===== src/rtl/wdt_pkg.sv =====
package wdt_pkg;

    // ----------------------------------------
    // Register offsets
    // ----------------------------------------
    localparam logic [7:0] WDT_OFF_CONTROL = 8'h3C;
    localparam logic [7:0] WDT_OFF_TEST_A = 8'h3D;
    localparam logic [7:0] WDT_OFF_TEST_B = 8'h3E;
    localparam logic [7:0] WDT_OFF_SERVICE = 8'h3F;

    // ----------------------------------------
    // Control field positions
    // ----------------------------------------
    localparam int WDT_BIT_WINDOW = 7;
    localparam int WDT_BIT_STOPDBG = 6;
    localparam int WDT_BIT_WMASK = 5;
    localparam int WDT_RATE_HI = 2;
    localparam int WDT_RATE_LO = 0;

    // ----------------------------------------
    // Values and keys
    // ----------------------------------------
    localparam logic [2:0] WDT_RATE_OFF = 3'h0;
    localparam logic [2:0] WDT_RATE_MAX = 3'h7;
    localparam logic [7:0] WDT_KEY_FIRST = 8'h55;
    localparam logic [7:0] WDT_KEY_SECOND = 8'hAA;
    localparam logic [7:0] WDT_ZERO_BYTE = 8'h00;
    localparam int WDT_CNT_W = 24;

    // Rate code to log2 of time-out length
    function automatic logic [4:0] wdt_rate_log2(input logic [2:0] code);
        case (code)
            3'h1: wdt_rate_log2 = 5'h0E;
            3'h2: wdt_rate_log2 = 5'h10;
            3'h3: wdt_rate_log2 = 5'h12;
            3'h4: wdt_rate_log2 = 5'h14;
            3'h5: wdt_rate_log2 = 5'h16;
            3'h6: wdt_rate_log2 = 5'h17;
            3'h7: wdt_rate_log2 = 5'h18;
            default: wdt_rate_log2 = 5'h00;
        endcase
    endfunction

endpackage


===== src/rtl/wdt_top.sv =====
// Function
// Window mode: any service write in first three quarters requests reset.
// Repeated first keys allowed in window; completed pair restarts and closes window.
// Window select bit: 0 normal operation, 1 windowed operation.
// Stop-in-debug set halts watchdog and tick counters during debug.
// Write-mask bit set leaves window and rate untouched, no write-once use.
// Nonzero rate write enables counting with fresh period; zero disables.
// Counter reaching time-out unserviced raises reset request.
// Enabled, debug, stop bit clear, special mode: longest period, normal mode.
// Rate codes 1..7 give 2^14,16,18,20,22,23,24 count cycles.
// Count clock chosen between internal RC and crystal by select bit.
// Service register always reads zero, writable any time.
// Service writes ignored while rate is zero.
// Enabled: service value other than either key requests reset.
// First key then second key restarts period; repeated first keys fine.
// Factory test registers readable always, writable only in special mode.
// Normal mode: only first unmasked write changes window and rate fields.
// Stop-in-debug freely writable in special mode, only settable in normal.
// Special mode control writes, clock select change, oscillator loss restart.
// After reset, fields loaded from memory; nonzero rate starts period.
// Reset request is single bus-clock pulse.
module wdt_top
    import wdt_pkg::*;
(
    input wire logic clk,
    input wire logic resetn,
    input wire logic [7:0] addr,
    input wire logic [7:0] wdata,
    input wire logic wr_en,
    input wire logic rd_en,
    output logic [7:0] rdata,
    input wire logic special_mode,
    input wire logic background_debug,
    input wire logic oscillator_good,
    input wire logic wd_clock_select,
    input wire logic internal_rc_clock,
    input wire logic crystal_osc_clock,
    input wire logic nvm_window,
    input wire logic [2:0] nvm_rate,
    output logic wd_reset_req,
    output logic tick_halt
);

    typedef enum logic [1:0] {
        WDT_LOAD = 2'b00,
        WDT_RUN = 2'b01
    } wdt_state_e;

    wdt_state_e state_r, state_nxt;
    logic window_r, window_nxt;
    logic stopdbg_r, stopdbg_nxt;
    logic [2:0] rate_r, rate_nxt;
    logic once_used_r, once_used_nxt;
    logic [WDT_CNT_W-1:0] cnt_r, cnt_nxt;
    logic key1_r, key1_nxt;
    logic [7:0] test_a_r, test_a_nxt;
    logic [7:0] test_b_r, test_b_nxt;
    logic [7:0] rdata_r, rdata_nxt;
    logic req_r, req_nxt;
    logic halt_r, halt_nxt;
    logic [1:0] dbg_sync_r, dbg_sync_nxt;
    logic [1:0] osc_sync_r, osc_sync_nxt;
    logic [1:0] smode_sync_r, smode_sync_nxt;
    logic osc_last_r, osc_last_nxt;
    logic sel_last_r, sel_last_nxt;
    logic [1:0] sel_sync_r, sel_sync_nxt;

    logic tick;
    logic dbg, smode;
    logic enabled, forced, eff_window;
    logic [2:0] eff_rate;
    logic [WDT_CNT_W:0] period;
    logic [WDT_CNT_W:0] win_open;
    logic in_window, timeout;
    logic ctrl_wr, svc_wr, test_a_wr, test_b_wr;
    logic field_wr, restart, fault, pair_done, halted;

    // Period in count cycles for a rate code
    // One bit wider than the counter so the longest period fits
    function automatic logic [WDT_CNT_W:0] wdt_period(input logic [2:0] code);
        wdt_period = (WDT_CNT_W+1)'(1) << wdt_rate_log2(code);
    endfunction

    // Count clock pick; the select arrives already synchronised so
    // the source mux never sees a metastable level
    wdt_clk_sel u_clk_sel (
        .clk(clk),
        .resetn(resetn),
        .internal_rc_clock(internal_rc_clock),
        .crystal_osc_clock(crystal_osc_clock),
        .wd_clock_select(sel_sync_r[1]),
        .tick(tick)
    );

    // ----------------------------------------
    // Decode and effective mode
    // ----------------------------------------
    always_comb begin
        dbg = dbg_sync_r[1];
        smode = smode_sync_r[1];
        halted = stopdbg_r && dbg;
        ctrl_wr = wr_en && (addr == WDT_OFF_CONTROL);
        svc_wr = wr_en && (addr == WDT_OFF_SERVICE);
        test_a_wr = wr_en && (addr == WDT_OFF_TEST_A) && smode;
        test_b_wr = wr_en && (addr == WDT_OFF_TEST_B) && smode;
        enabled = (rate_r != WDT_RATE_OFF);
        forced = enabled && dbg && !stopdbg_r && smode;
        eff_rate = forced ? WDT_RATE_MAX : rate_r;
        eff_window = forced ? 1'b0 : window_r;
        period = wdt_period(eff_rate);
        // Window opens at three quarters of the effective period
        win_open = period - (period >> 2);
        in_window = ({1'b0, cnt_r} >= win_open);
        timeout = enabled && !halted && ({1'b0, cnt_r} >= period - 1'b1) && tick;
        field_wr = ctrl_wr && !wdata[WDT_BIT_WMASK] && (smode || !once_used_r);
    end

    // ----------------------------------------
    // Control register and write-once logic
    // ----------------------------------------
    // Stop bit is sticky in normal mode; fields pass the write-once gate
    always_comb begin
        state_nxt = state_r;
        window_nxt = window_r;
        rate_nxt = rate_r;
        stopdbg_nxt = stopdbg_r;
        once_used_nxt = once_used_r;
        restart = 1'b0;
        case (state_r)
            WDT_LOAD: begin
                window_nxt = nvm_window;
                rate_nxt = nvm_rate;
                restart = 1'b1;
                state_nxt = WDT_RUN;
            end
            WDT_RUN: begin
                if (field_wr) begin
                    window_nxt = wdata[WDT_BIT_WINDOW];
                    rate_nxt = wdata[WDT_RATE_HI:WDT_RATE_LO];
                    once_used_nxt = 1'b1;
                    if (wdata[WDT_RATE_HI:WDT_RATE_LO] != WDT_RATE_OFF) begin
                        restart = 1'b1;
                    end
                    if (wdata[WDT_BIT_WINDOW]) begin
                        restart = 1'b1;
                    end
                end
                if (ctrl_wr) begin
                    if (smode) begin
                        stopdbg_nxt = wdata[WDT_BIT_STOPDBG];
                        restart = 1'b1;
                    end else if (wdata[WDT_BIT_STOPDBG]) begin
                        stopdbg_nxt = 1'b1;
                        if (!stopdbg_r) begin
                            restart = 1'b1;
                        end
                    end
                end
                if ((sel_sync_r[1] != sel_last_r) || (osc_last_r && !osc_sync_r[1])) begin
                    restart = 1'b1;
                end
            end
            default: state_nxt = WDT_LOAD;
        endcase
    end

    // Control register state
    always_ff @(posedge clk) begin
        if (!resetn) begin
            state_r <= WDT_LOAD;
            window_r <= 1'b0;
            stopdbg_r <= 1'b0;
            rate_r <= WDT_RATE_OFF;
            once_used_r <= 1'b0;
        end else begin
            state_r <= state_nxt;
            window_r <= window_nxt;
            stopdbg_r <= stopdbg_nxt;
            rate_r <= rate_nxt;
            once_used_r <= once_used_nxt;
        end
    end

    // ----------------------------------------
    // Counter and service sequence
    // ----------------------------------------
    // A second key with no pending first key is simply ignored
    always_comb begin
        cnt_nxt = cnt_r;
        key1_nxt = key1_r;
        fault = 1'b0;
        pair_done = 1'b0;
        if (svc_wr && enabled) begin
            if (eff_window && !in_window) begin
                fault = 1'b1;
            end else if (wdata == WDT_KEY_FIRST) begin
                key1_nxt = 1'b1;
            end else if (wdata == WDT_KEY_SECOND) begin
                pair_done = key1_r;
            end else begin
                fault = 1'b1;
            end
        end
        // Any clear also drops the key state, so a stale first key
        // cannot pair with a later second key
        if (restart || pair_done || timeout || !enabled) begin
            cnt_nxt = '0;
            key1_nxt = 1'b0;
        end else if (tick && !halted) begin
            cnt_nxt = cnt_r + 1'b1;
        end
        // Pulse only: back-to-back faults must not merge into a level
        req_nxt = (fault || timeout) && !req_r;
        halt_nxt = halted;
    end

    // Counter state registers
    always_ff @(posedge clk) begin
        if (!resetn) begin
            cnt_r <= '0;
            key1_r <= 1'b0;
            req_r <= 1'b0;
            halt_r <= 1'b0;
        end else begin
            cnt_r <= cnt_nxt;
            key1_r <= key1_nxt;
            req_r <= req_nxt;
            halt_r <= halt_nxt;
        end
    end

    // ----------------------------------------
    // Test registers and read path
    // ----------------------------------------
    // Read data is zero outside the cycle after a read strobe
    always_comb begin
        test_a_nxt = test_a_wr ? wdata : test_a_r;
        test_b_nxt = test_b_wr ? wdata : test_b_r;
        rdata_nxt = WDT_ZERO_BYTE;
        if (rd_en) begin
            case (addr)
                WDT_OFF_CONTROL: rdata_nxt = {window_r, stopdbg_r, 3'h0, rate_r};
                WDT_OFF_TEST_A: rdata_nxt = test_a_r;
                WDT_OFF_TEST_B: rdata_nxt = test_b_r;
                WDT_OFF_SERVICE: rdata_nxt = WDT_ZERO_BYTE;
                default: rdata_nxt = WDT_ZERO_BYTE;
            endcase
        end
    end

    // Test and read data registers
    always_ff @(posedge clk) begin
        if (!resetn) begin
            test_a_r <= WDT_ZERO_BYTE;
            test_b_r <= WDT_ZERO_BYTE;
            rdata_r <= WDT_ZERO_BYTE;
        end else begin
            test_a_r <= test_a_nxt;
            test_b_r <= test_b_nxt;
            rdata_r <= rdata_nxt;
        end
    end

    // ----------------------------------------
    // Pin synchronisers and edge history
    // ----------------------------------------
    // Only the second stage of each chain feeds any logic
    always_comb begin
        dbg_sync_nxt = {dbg_sync_r[0], background_debug};
        osc_sync_nxt = {osc_sync_r[0], oscillator_good};
        smode_sync_nxt = {smode_sync_r[0], special_mode};
        sel_sync_nxt = {sel_sync_r[0], wd_clock_select};
        osc_last_nxt = osc_sync_r[1];
        sel_last_nxt = sel_sync_r[1];
    end

    // Synchroniser registers
    always_ff @(posedge clk) begin
        if (!resetn) begin
            dbg_sync_r <= 2'h0;
            osc_sync_r <= 2'h0;
            smode_sync_r <= 2'h0;
            sel_sync_r <= 2'h0;
            osc_last_r <= 1'b0;
            sel_last_r <= 1'b0;
        end else begin
            dbg_sync_r <= dbg_sync_nxt;
            osc_sync_r <= osc_sync_nxt;
            smode_sync_r <= smode_sync_nxt;
            sel_sync_r <= sel_sync_nxt;
            osc_last_r <= osc_last_nxt;
            sel_last_r <= sel_last_nxt;
        end
    end

    assign rdata = rdata_r;
    assign wd_reset_req = req_r;
    assign tick_halt = halt_r;

endmodule


===== src/rtl/wdt_clk_sel.sv =====
// Picks the watchdog count clock as a synchronised enable pulse
module wdt_clk_sel
    import wdt_pkg::*;
(
    input wire logic clk,
    input wire logic resetn,
    input wire logic internal_rc_clock,
    input wire logic crystal_osc_clock,
    input wire logic wd_clock_select,
    output logic tick
);

    logic [1:0] rc_sync_r, rc_sync_nxt;
    logic [1:0] xo_sync_r, xo_sync_nxt;
    logic last_r, last_nxt;
    logic tick_r, tick_nxt;
    logic sel_lvl;

    // ----------------------------------------
    // Synchronise both sources, edge detect on the chosen one
    // ----------------------------------------
    always_comb begin
        rc_sync_nxt = {rc_sync_r[0], internal_rc_clock};
        xo_sync_nxt = {xo_sync_r[0], crystal_osc_clock};
        sel_lvl = wd_clock_select ? xo_sync_r[1] : rc_sync_r[1];
        last_nxt = sel_lvl;
        tick_nxt = sel_lvl & ~last_r;
    end

    // Register stage
    always_ff @(posedge clk) begin
        if (!resetn) begin
            rc_sync_r <= 2'h0;
            xo_sync_r <= 2'h0;
            last_r <= 1'b0;
            tick_r <= 1'b0;
        end else begin
            rc_sync_r <= rc_sync_nxt;
            xo_sync_r <= xo_sync_nxt;
            last_r <= last_nxt;
            tick_r <= tick_nxt;
        end
    end

    assign tick = tick_r;

endmodule


===== config.mk =====
export PLATFORM = sky130hd
export DESIGN_NAME = wdt_top
export DESIGN_NICKNAME = d
export VERILOG_FILES = /design/src/rtl/wdt_pkg.sv /design/src/rtl/wdt_top.sv /design/src/rtl/wdt_clk_sel.sv
export SDC_FILE = /design/constraint.sdc
export NUM_CORES = 1
export LEC_CHECK = 0
export BUFFER_PORTS_ARGS = -buffer_cell sky130_fd_sc_hd__buf_2
export CAP_MARGIN = 30
export CORE_UTILIZATION = 45
export CTS_CLUSTER_SIZE = 40
export DETAILED_ROUTE_END_ITERATION = 8
export PLACE_DENSITY = 0.63
export SYNTH_ARGS = -nofsm -noshare
export SYNTH_HDL_FRONTEND = slang
export SYNTH_SLANG_ARGS = --single-unit
export TNS_END_PERCENT = 10

===== constraint.sdc =====
create_clock -name clk -period 5.95 [get_ports clk]
set_input_delay 1.785 -clock clk [delete_from_list [all_inputs] [get_ports clk]]
set_output_delay 1.785 -clock clk [all_outputs]
set_load 0.02 [all_outputs]

==> results of run 1 <==
==> worst max-delay path by stage <==
stage / from / slack, ns / depth (start not counted) / to
floorplan: rate_r[2] / 1.30 / 22 / cnt_r[5]
global placement: stopdbg_r / 0.61 / 20 / cnt_r[10]
detailed placement: stopdbg_r / 0.45 / 21 / cnt_r[23]
CTS: stopdbg_r / 0.44 / 20 / cnt_r[17]
global route: stopdbg_r / 0.09 / 20 / cnt_r[4]
finish: stopdbg_r / 0.55 / 20 / cnt_r[17]
==> stage by stage <==
step	total power [mW]	hold WS, ns	cell area [sq um]
floorplan	0.6978	0.3674	5319
global placement	0.7458	0.3731	5613
detailed placement	0.7517	0.3840	5613
CTS	1.246	0.3919	5883
global route	1.313	0.4081	5884
finish	1.245	0.3866	5884
==> layout make-up <==
| class | count | area (sq um) | share of cell area, % |
|---|---|---|---|
| clock buffer | 11 | 242.7 | 4.125 |
| clock inverter | 4 | 27.53 | 0.4678 |
| inverter | 29 | 108.9 | 1.850 |
| multi-input combinational | 535 | 3631 | 61.71 |
| sequential | 74 | 1481 | 25.18 |
| tap | 140 | 175.2 | 2.977 |
| timing repair buffer | 42 | 217.7 | 3.700 |
==> worst max-delay path, delay by kind of cell, from the launching register on <==
| family | cells | cell delay (ns) |
|---|---|---|
| AO/OA/AOI/OAI | 10 | 2.56 |
| adder cells (fa/ha/maj) | 2 | 0.67 |
| buffers and inverters | 1 | 0.15 |
| flip-flops | 1 | 0.42 |
| AND/OR/NAND/NOR | 7 | 1.51 |
==> registers in the layout, summed over array words and instances, names as in the netlist, 2 cells and up <==
name and count:
test_b_r 8, rdata 8, smode_sync_r 2, cnt_r 24
dbg_sync_r 2, osc_sync_r 2, rate_r 3, u_clk_sel.xo_sync_r 2
u_clk_sel.rc_sync_r 2, test_a_r 8, sel_sync_r 2
==> power groups by stage <==
stage,Combinational (mW),Clock [mW],Sequential (mW)
3_3_place_gp,0.226,0,0.520
6_report,0.243,0.493,0.510
2_1_floorplan,0.182,0,0.516
5_1_grt,0.274,0.529,0.510
4_1_cts,0.232,0.504,0.509
3_5_place_dp,0.231,0,0.520
==> kinds of logic after synthesis <==
logic type | count (synthesis) | share of synthesized area (%)
compound gates | 123 | 15.79
xor+xnor | 39 | 6.580
fa+ha+maj | 68 | 16.53
buf+inv | 51 | 4.001
flops | 74 | 28.54
mux | 17 | 3.278
other cells | 2 | 0.1447
simple gates | 252 | 25.14
==> routing by layer <==
metal  wire (microns)  GRT usage, %
met5                0             0
met4              178         5.810
met3              451         3.794
met2             5609         36.16
met1             5720         28.75
==> timing repair <==
action / CTS / global route
resized for setup: 0 / 1
setup endpoints to repair: 0 / 25
buffers inserted: 0 / 0
==> Yosys cell counts, types with 3 or more instances <==
cell type                  count
sky130_fd_sc_hd__a211oi_1      5
sky130_fd_sc_hd__and4_1        3
sky130_fd_sc_hd__o21ai_0      16
sky130_fd_sc_hd__o211ai_1      6
sky130_fd_sc_hd__dfxtp_1      74
sky130_fd_sc_hd__nor2b_1      22
sky130_fd_sc_hd__nor2_2       10
sky130_fd_sc_hd__xnor2_1      22
sky130_fd_sc_hd__a22oi_1       4
sky130_fd_sc_hd__a21boi_0     11
sky130_fd_sc_hd__nand2b_1      6
sky130_fd_sc_hd__a21oi_1      39
sky130_fd_sc_hd__nor2_1       60
sky130_fd_sc_hd__nand3_1      18
sky130_fd_sc_hd__xor2_1       17
sky130_fd_sc_hd__and3_1       10
sky130_fd_sc_hd__mux2i_1      17
sky130_fd_sc_hd__nand4_1      17
sky130_fd_sc_hd__nor4_1        4
sky130_fd_sc_hd__ha_1         67
sky130_fd_sc_hd__a31oi_1       7
sky130_fd_sc_hd__inv_1        29
sky130_fd_sc_hd__nor3_1       19
sky130_fd_sc_hd__a211o_1       3
sky130_fd_sc_hd__clkbuf_1     19
sky130_fd_sc_hd__a21o_1       11
sky130_fd_sc_hd__and2_1       16
sky130_fd_sc_hd__nor4b_1       4
sky130_fd_sc_hd__o21a_1        5
sky130_fd_sc_hd__o211a_1       5
sky130_fd_sc_hd__nand2_1      50
==> cell usage in the layout (no fill, tap or decap), types with 3 or more instances in the layout <==
master | netlist | final
sky130_fd_sc_hd__and4_1 | 3 | 3
sky130_fd_sc_hd__nand2_1 | 50 | 50
sky130_fd_sc_hd__a21oi_1 | 39 | 39
sky130_fd_sc_hd__a31oi_1 | 7 | 7
sky130_fd_sc_hd__ha_1 | 67 | 67
sky130_fd_sc_hd__o21ai_0 | 16 | 16
sky130_fd_sc_hd__o211ai_1 | 6 | 6
sky130_fd_sc_hd__nor2_2 | 10 | 10
sky130_fd_sc_hd__buf_2 | 1 | 39
sky130_fd_sc_hd__nor3_1 | 19 | 19
sky130_fd_sc_hd__a21boi_0 | 11 | 11
sky130_fd_sc_hd__o21a_1 | 5 | 5
sky130_fd_sc_hd__nand4_1 | 17 | 17
sky130_fd_sc_hd__and2_1 | 16 | 16
sky130_fd_sc_hd__nor2b_1 | 22 | 22
sky130_fd_sc_hd__nor4_1 | 4 | 4
sky130_fd_sc_hd__clkbuf_16 | 0 | 9
sky130_fd_sc_hd__a21o_1 | 11 | 11
sky130_fd_sc_hd__and3_1 | 10 | 10
sky130_fd_sc_hd__xnor2_1 | 22 | 22
sky130_fd_sc_hd__nand2b_1 | 6 | 6
sky130_fd_sc_hd__a211oi_1 | 5 | 5
sky130_fd_sc_hd__dfxtp_1 | 74 | 74
sky130_fd_sc_hd__conb_1 | 2 | 36
sky130_fd_sc_hd__nand3_1 | 18 | 18
sky130_fd_sc_hd__a22oi_1 | 4 | 4
sky130_fd_sc_hd__xor2_1 | 17 | 17
sky130_fd_sc_hd__mux2i_1 | 17 | 17
sky130_fd_sc_hd__nor4b_1 | 4 | 4
sky130_fd_sc_hd__buf_4 | 0 | 3
sky130_fd_sc_hd__o211a_1 | 5 | 5
sky130_fd_sc_hd__inv_1 | 29 | 29
sky130_fd_sc_hd__nor2_1 | 60 | 60
==> results.txt, run 1 <==
- The longest clock path from root to sink contains 2 buffers.
- Number of hold buffers added after CTS: 0
- Crit path required time: between 6 and 7 ns
* Worst Setup Slack post-DPL: 0.4541 ns
* CP endpoint kind: flop
* Internal Dissipation: between 0.8 and 0.9 mW
- The worst register-to-register path begins at stopdbg_r.
- The repair_antennas step left the layout with diodes totalling 0.
* Average via count per standard cell: 5.359
- Maximum capacitance violations: 0
- Final Hold Fails: 0
- Measured in cells, the most critical reg-to-reg path has a length of 20.
* Aggregate negative setup slack: 0 ns
- The worst hold path begins at u_clk_sel.last_r.
- Overall track demand over capacity in global routing: 21.67%
- Filler instances: between 1000 and 1500
- Crit Path Max Fanout: 25
* Core Region: roughly 11000 sq um
- CTS Root Buffer Type: sky130_fd_sc_hd__clkbuf_16
- Commonest register cell after synthesis: sky130_fd_sc_hd__dfxtp_1
* Run status: completed
* Class of the most critical setup path: reg2reg
- The detailed router finished its first iteration with between 200 and 250 violations.
* Proportion of netlist area held by the largest area contributor: 28.54%
- Initial core utilization: between 40% and 50%
- The clock network is responsible for approximately 40% of the overall power.
- Count of pins over their slew limit: 0
* Path type of the worst min-delay path: reg2reg
* Boundary Pins: 40
* Total via count in the routed design: between 4000 and 5000
- The area growth from synthesis to layout is 13.35%.
* Clock tree from TritonCTS: yes
* Clock skew after layout: between 0.005 and 0.006 ns
- FF-to-FF End: cnt_r[17]
- Clock latency at the later pin of the worst-skew pair: between 0.3 and 0.4 ns
- Remaining max-slew budget at the tightest pin: about two fifths
- Final setup violation count: 0
* Chip width: around 110 microns
* Yosys top cell by area: sky130_fd_sc_hd__dfxtp_1
- Number of instances on the worst hold path: 1
- The number of antenna violations at the first check in global routing is 0.
- The routed design has approximately 12000 microns of wire.
- Of the total power, the share spent switching nets is approximately 28%.
- Floorplan die area: around 12000 sq um
- Counting flops with a built-in enable in the synthesized netlist gives 0.
* Worst-margin pin slew: 0.9190 ns
- For this run the aggregate overflow at the end of global routing stands at 0.
* Setup repair after global routing missed its margin: false
- Proportion of register bits with asynchronous set or reset after synthesis: 0%
* Cell types with the largest area share after synthesis: sky130_fd_sc_hd__dfxtp_1 29%, sky130_fd_sc_hd__ha_1 16%, sky130_fd_sc_hd__nor2_1 4.3%, sky130_fd_sc_hd__a21oi_1 3.8%, sky130_fd_sc_hd__xnor2_1 3.7%
- On the critical path, the stage with the largest delay is an instance of sky130_fd_sc_hd__a211o_2.
- Peak ir drop on the vdd network: about 160 uV
- The final critical path takes up about nine tenths of the cycle.
* Fraction of layout cells with a size suffix above 1: between 10% and 20%
- The worst register-to-register path has a setup slack of between 0.5 and 0.6 ns.
- The path with the worst hold slack has its endpoint at u_clk_sel.tick.
* Post-detailed-route wirelength per cell: ~14 microns
- Num rows: 38
- Net Sw Power: 0.3492 mW
- After clock tree synthesis, the clock-pin slew on the worst setup and hold paths is ~0.05 ns.
- In this run the vertical extent of the chip is roughly 110 microns.
* Register bit total from synthesis: 74
* Worst endpoint data arrival time: about 5.7 ns
- The number of clock buffers added by TritonCTS is 9.
- Including well taps, the total number of placed cells is 820.
* Achievable clock frequency: ~190 MHz
- Fraction of power consumed by sequential logic: 40.9%
- Synthesized area divided by synthesized cell count: roughly 8.3 sq um
* Critical path, cell by cell: nand3b_4 -> nand2_1 -> nor2_1 -> inv_1 -> ha_1 -> or2_2 -> a21oi_1 -> a211oi_1 -> a2111oi_2 -> o21ai_0 -> and4_1 -> nor3_1 -> ha_1 -> a211oi_1 -> o21ai_0 -> a211o_1 -> a31oi_1 -> o221ai_2 -> a211o_2 -> nor2_1
- Maximum single-stage delay on the critical path: between 0.5 and 0.6 ns
* Min setup slack post-route: around 0.55 ns
* Synthesized netlist cell count: between 600 and 700
- The tree built by TritonCTS fans out to 74 sinks.
* Netlist area before placement: ~5200 sq um
* Number of warnings printed during yosys synthesis: 0
- Total iterations of the first detailed-routing run: 5
* Kind of start point of the critical path: flop
- During placement, the flow inserted port buffers numbering 39.
* Total power per unit cell area: 211.7 nW/um^2
* Remaining design rule violation count: 0
- The congestion estimate from routability-driven global placement came to roughly 0.84.
- Summed over all cells, the static leakage comes to roughly 2.7 nW.
* Combinational share of power: between 15 and 20%
* Post-layout minimum cycle time: about 5.4 ns
- Once detailed placement completed, the half-perimeter wirelength came to between 9000 and 10000 microns.
- Share of the core filled with cells in the final layout: a little over half
- Number of distinct library cells after synthesis: 52
- Post-Layout Cell Count: roughly 840
- After the last flow step, the layout net total stands at 789.
- In this run the remaining antenna-violating nets after routing total 0.
- Largest net degree at the start of global routing: 43
* Via count of the first global-routing pass: between 4000 and 5000
- First-pass GRT wire length: approximately 20000 microns
- After synthesis, flip-flops and latches occupy 28.54% of the total area.
- Number of H-tree levels: 3
(Power assumes the default switching activity.)
==> run 2: changes to the inputs <==
- PLACE_DENSITY: 0.63 -> 0.65
- SLEW_MARGIN: default -> 20
- clock period: 5.95 -> 4.5 ns (I/O delays scaled with it)
==> results.txt, run 2 (synthesis gave the netlist of run 1 again) <==
* Run status: completed
- After clock tree synthesis, the clock-pin slew on the worst setup and hold paths is around 0.060 ns.
- CP endpoint kind: flop
* Post-route cell area: about 6500 sq um
- Leading cell type in the layout, fill and taps excluded: sky130_fd_sc_hd__dfxtp_1
- The congestion estimate from routability-driven global placement came to about 0.89.
* Largest reg by FF count: cnt_r
* Final-stage net count: between 800 and 900
* Final setup violation count: 0
- Post-Layout Cell Count: just under 900
- The floorplan step defined a die boundary enclosing ~12000 sq um.
- Once the floorplan was initialized, standard cells occupied a little under half of the core.
* Total leakage power: 2.953 nW
* Largest net degree at the start of global routing: 42
- The number of global-route vias before repair was roughly 4400.
- CTS Root Buffer Type: sky130_fd_sc_hd__clkbuf_16
- Number of hold buffers added after CTS: 0
- In the layout the commonest cells are 71 x sky130_fd_sc_hd__dfxtp_1, 65 x sky130_fd_sc_hd__ha_1, 54 x sky130_fd_sc_hd__nor2_1.
- The floorplan step set the die height to between 100 and 150 microns.
- Clock tree from TritonCTS: yes
* Post-detailed-route wirelength per cell: approximately 15 microns
- Path type of the worst min-delay path: reg2reg
* Chip width: between 100 and 150 microns
- Clock latency at the later pin of the worst-skew pair: between 0.3 and 0.4 ns
* Maximum capacitance violations: 0
* Core Region: approximately 11000 sq um
- Peak ir drop on the vdd network: roughly 280 uV
- The count of buffers added on input and output ports is 39.
- Worst hold slack across all endpoints: roughly 0.39 ns
* Remaining global-route overflow: 0
- Kind of start point of the critical path: flop
* Crit share post-route: between 90% and 100%
- Count of pins over their slew limit: 0
- The HPWL after detailed placement is about 9600 microns.
- On the final layout, the worst clock skew is between 0.006 and 0.007 ns.
* Overall track demand over capacity in global routing: a little over a fifth
* Boundary Pins: 40
- Antenna violations before repair: 0
* Total power per unit cell area: roughly 290 nW/um^2
* Achievable clock frequency: between 200 and 250 MHz
* Area added between synthesis and finish: 24.78%
- In the final layout, the share of cells above drive strength 1 is roughly a fifth.
* Average via count per standard cell: about 5.3
- Drt first-iter violations: about 340
- Setup repair after global routing missed its margin: true
* Max FFs per register: 24
* Final Hold Fails: 0
- Placement-stage cell area: between 5000 and 6000 sq um
- The first TritonRoute pass finished after 4 iterations.
- Num rows: 38
* Routed wire length: roughly 13000 microns
- The tree built by TritonCTS fans out to 74 sinks.
- Class of the most critical setup path: reg2reg
- Total via count in the routed design: ~4600
* First-pass GRT wire length: 20280 microns
- TritonCTS buffer count: 9
- After detailed routing, the number of remaining DRC violations is 0.
* Remaining max-slew budget at the tightest pin: approximately 46%
- Counting along the longest clock path gives a buffer depth of 2.
- Number of placed cells counting well taps: 842
- STA puts the critical path data required time at ~4.8 ns.
* Aggregate negative setup slack: 0 ns
- Worst-margin pin slew: 0.8041 ns
- CTS built an H-tree with a depth of 3.
* Share of the core filled with cells in the final layout: 58.72%
* Post-layout minimum cycle time: between 4 and 5 ns
- The repair_antennas step left the layout with diodes totalling 0.
- Number of nets still failing antenna checks after routing: 0
- Worst endpoint data arrival time: around 4.8 ns
- Crit Path Max Fanout: 12
- The filler cells instantiated in the layout total 959.
## run 2: path summary, 6_finish.rpt
| kind | start | to | slack [ns] | depth (start not counted) |
|---|---|---|---|---|
| worst min-delay path | u_clk_sel.last_r | u_clk_sel.tick | 0.39 | 1 |
| worst max register to register | stopdbg_r | cnt_r[19] | 0.01 | 23 |
| worst max-delay path | stopdbg_r | cnt_r[19] | 0.01 | 23 |
| worst min register to register | u_clk_sel.last_r | u_clk_sel.tick | 0.39 | 1 |
## run 2: power breakdown
part	internal [mW]	switching [mW]	leakage (nW)	total, mW
Combinational	0.185	0.223	2.19	0.407
Sequential	0.664	0.00630	0.601	0.671
Clock	0.508	0.292	0.165	0.800
Total	1.36	0.521	2.95	1.88
## run 2: final cells by class
class	instances	area [sq um]	share of cell area, %
Multi-Input combinational cell	535	3859	59.57
Sequential cell	74	1485	22.93
Timing Repair Buffer	73	513.0	7.920
Clock buffer	10	239.0	3.689
Tap cell	140	175.2	2.704
Inverter	29	108.9	1.681
Clock inverter	6	97.59	1.507
## run 2: layer usage
metal	part of all wire (%)	GRT usage (%)
met1	48	28.76
met2	47	35.85
met3	3.4	3.320
met4	1.6	7.810
met5	0	0
## run 2: critical path: stages (launching register included)
cell	delay, ns
sky130_fd_sc_hd__dfxtp_2	0.32
sky130_fd_sc_hd__nand3b_4	0.14
sky130_fd_sc_hd__buf_8	0.12
sky130_fd_sc_hd__nor2_1	0.06
sky130_fd_sc_hd__nor2_1	0.18
sky130_fd_sc_hd__nand3_2	0.15
sky130_fd_sc_hd__ha_4	0.31
sky130_fd_sc_hd__buf_6	0.11
sky130_fd_sc_hd__a21oi_1	0.07
sky130_fd_sc_hd__a31oi_2	0.24
sky130_fd_sc_hd__a31oi_4	0.15
sky130_fd_sc_hd__buf_4	0.16
sky130_fd_sc_hd__a221o_1	0.30
sky130_fd_sc_hd__a21oi_2	0.14
sky130_fd_sc_hd__ha_1	0.25
sky130_fd_sc_hd__nand4_1	0.12
sky130_fd_sc_hd__nor4b_1	0.06
sky130_fd_sc_hd__and3_1	0.20
sky130_fd_sc_hd__a211o_1	0.26
sky130_fd_sc_hd__a31oi_4	0.20
sky130_fd_sc_hd__o221ai_4	0.14
sky130_fd_sc_hd__a211o_4	0.40
sky130_fd_sc_hd__clkbuf_16	0.20
sky130_fd_sc_hd__nor2_1	0.11
## run 2: timing repair
action	CTS	global route
setup buffers	1	6
resized for setup	6	43
gates cloned	0	2
endpoints found under the setup margin	25	26
pin swaps	9	9
## run 2: stage by stage
stage	total power, mW	worst slack [ns]
final	1.878	0.01111
after global routing	1.961	-0.1739
after CTS	1.819	0.006261
after detailed placement	1.011	-0.1768
after global placement	1.004	-0.01609
after floorplan	0.9232	0.04947
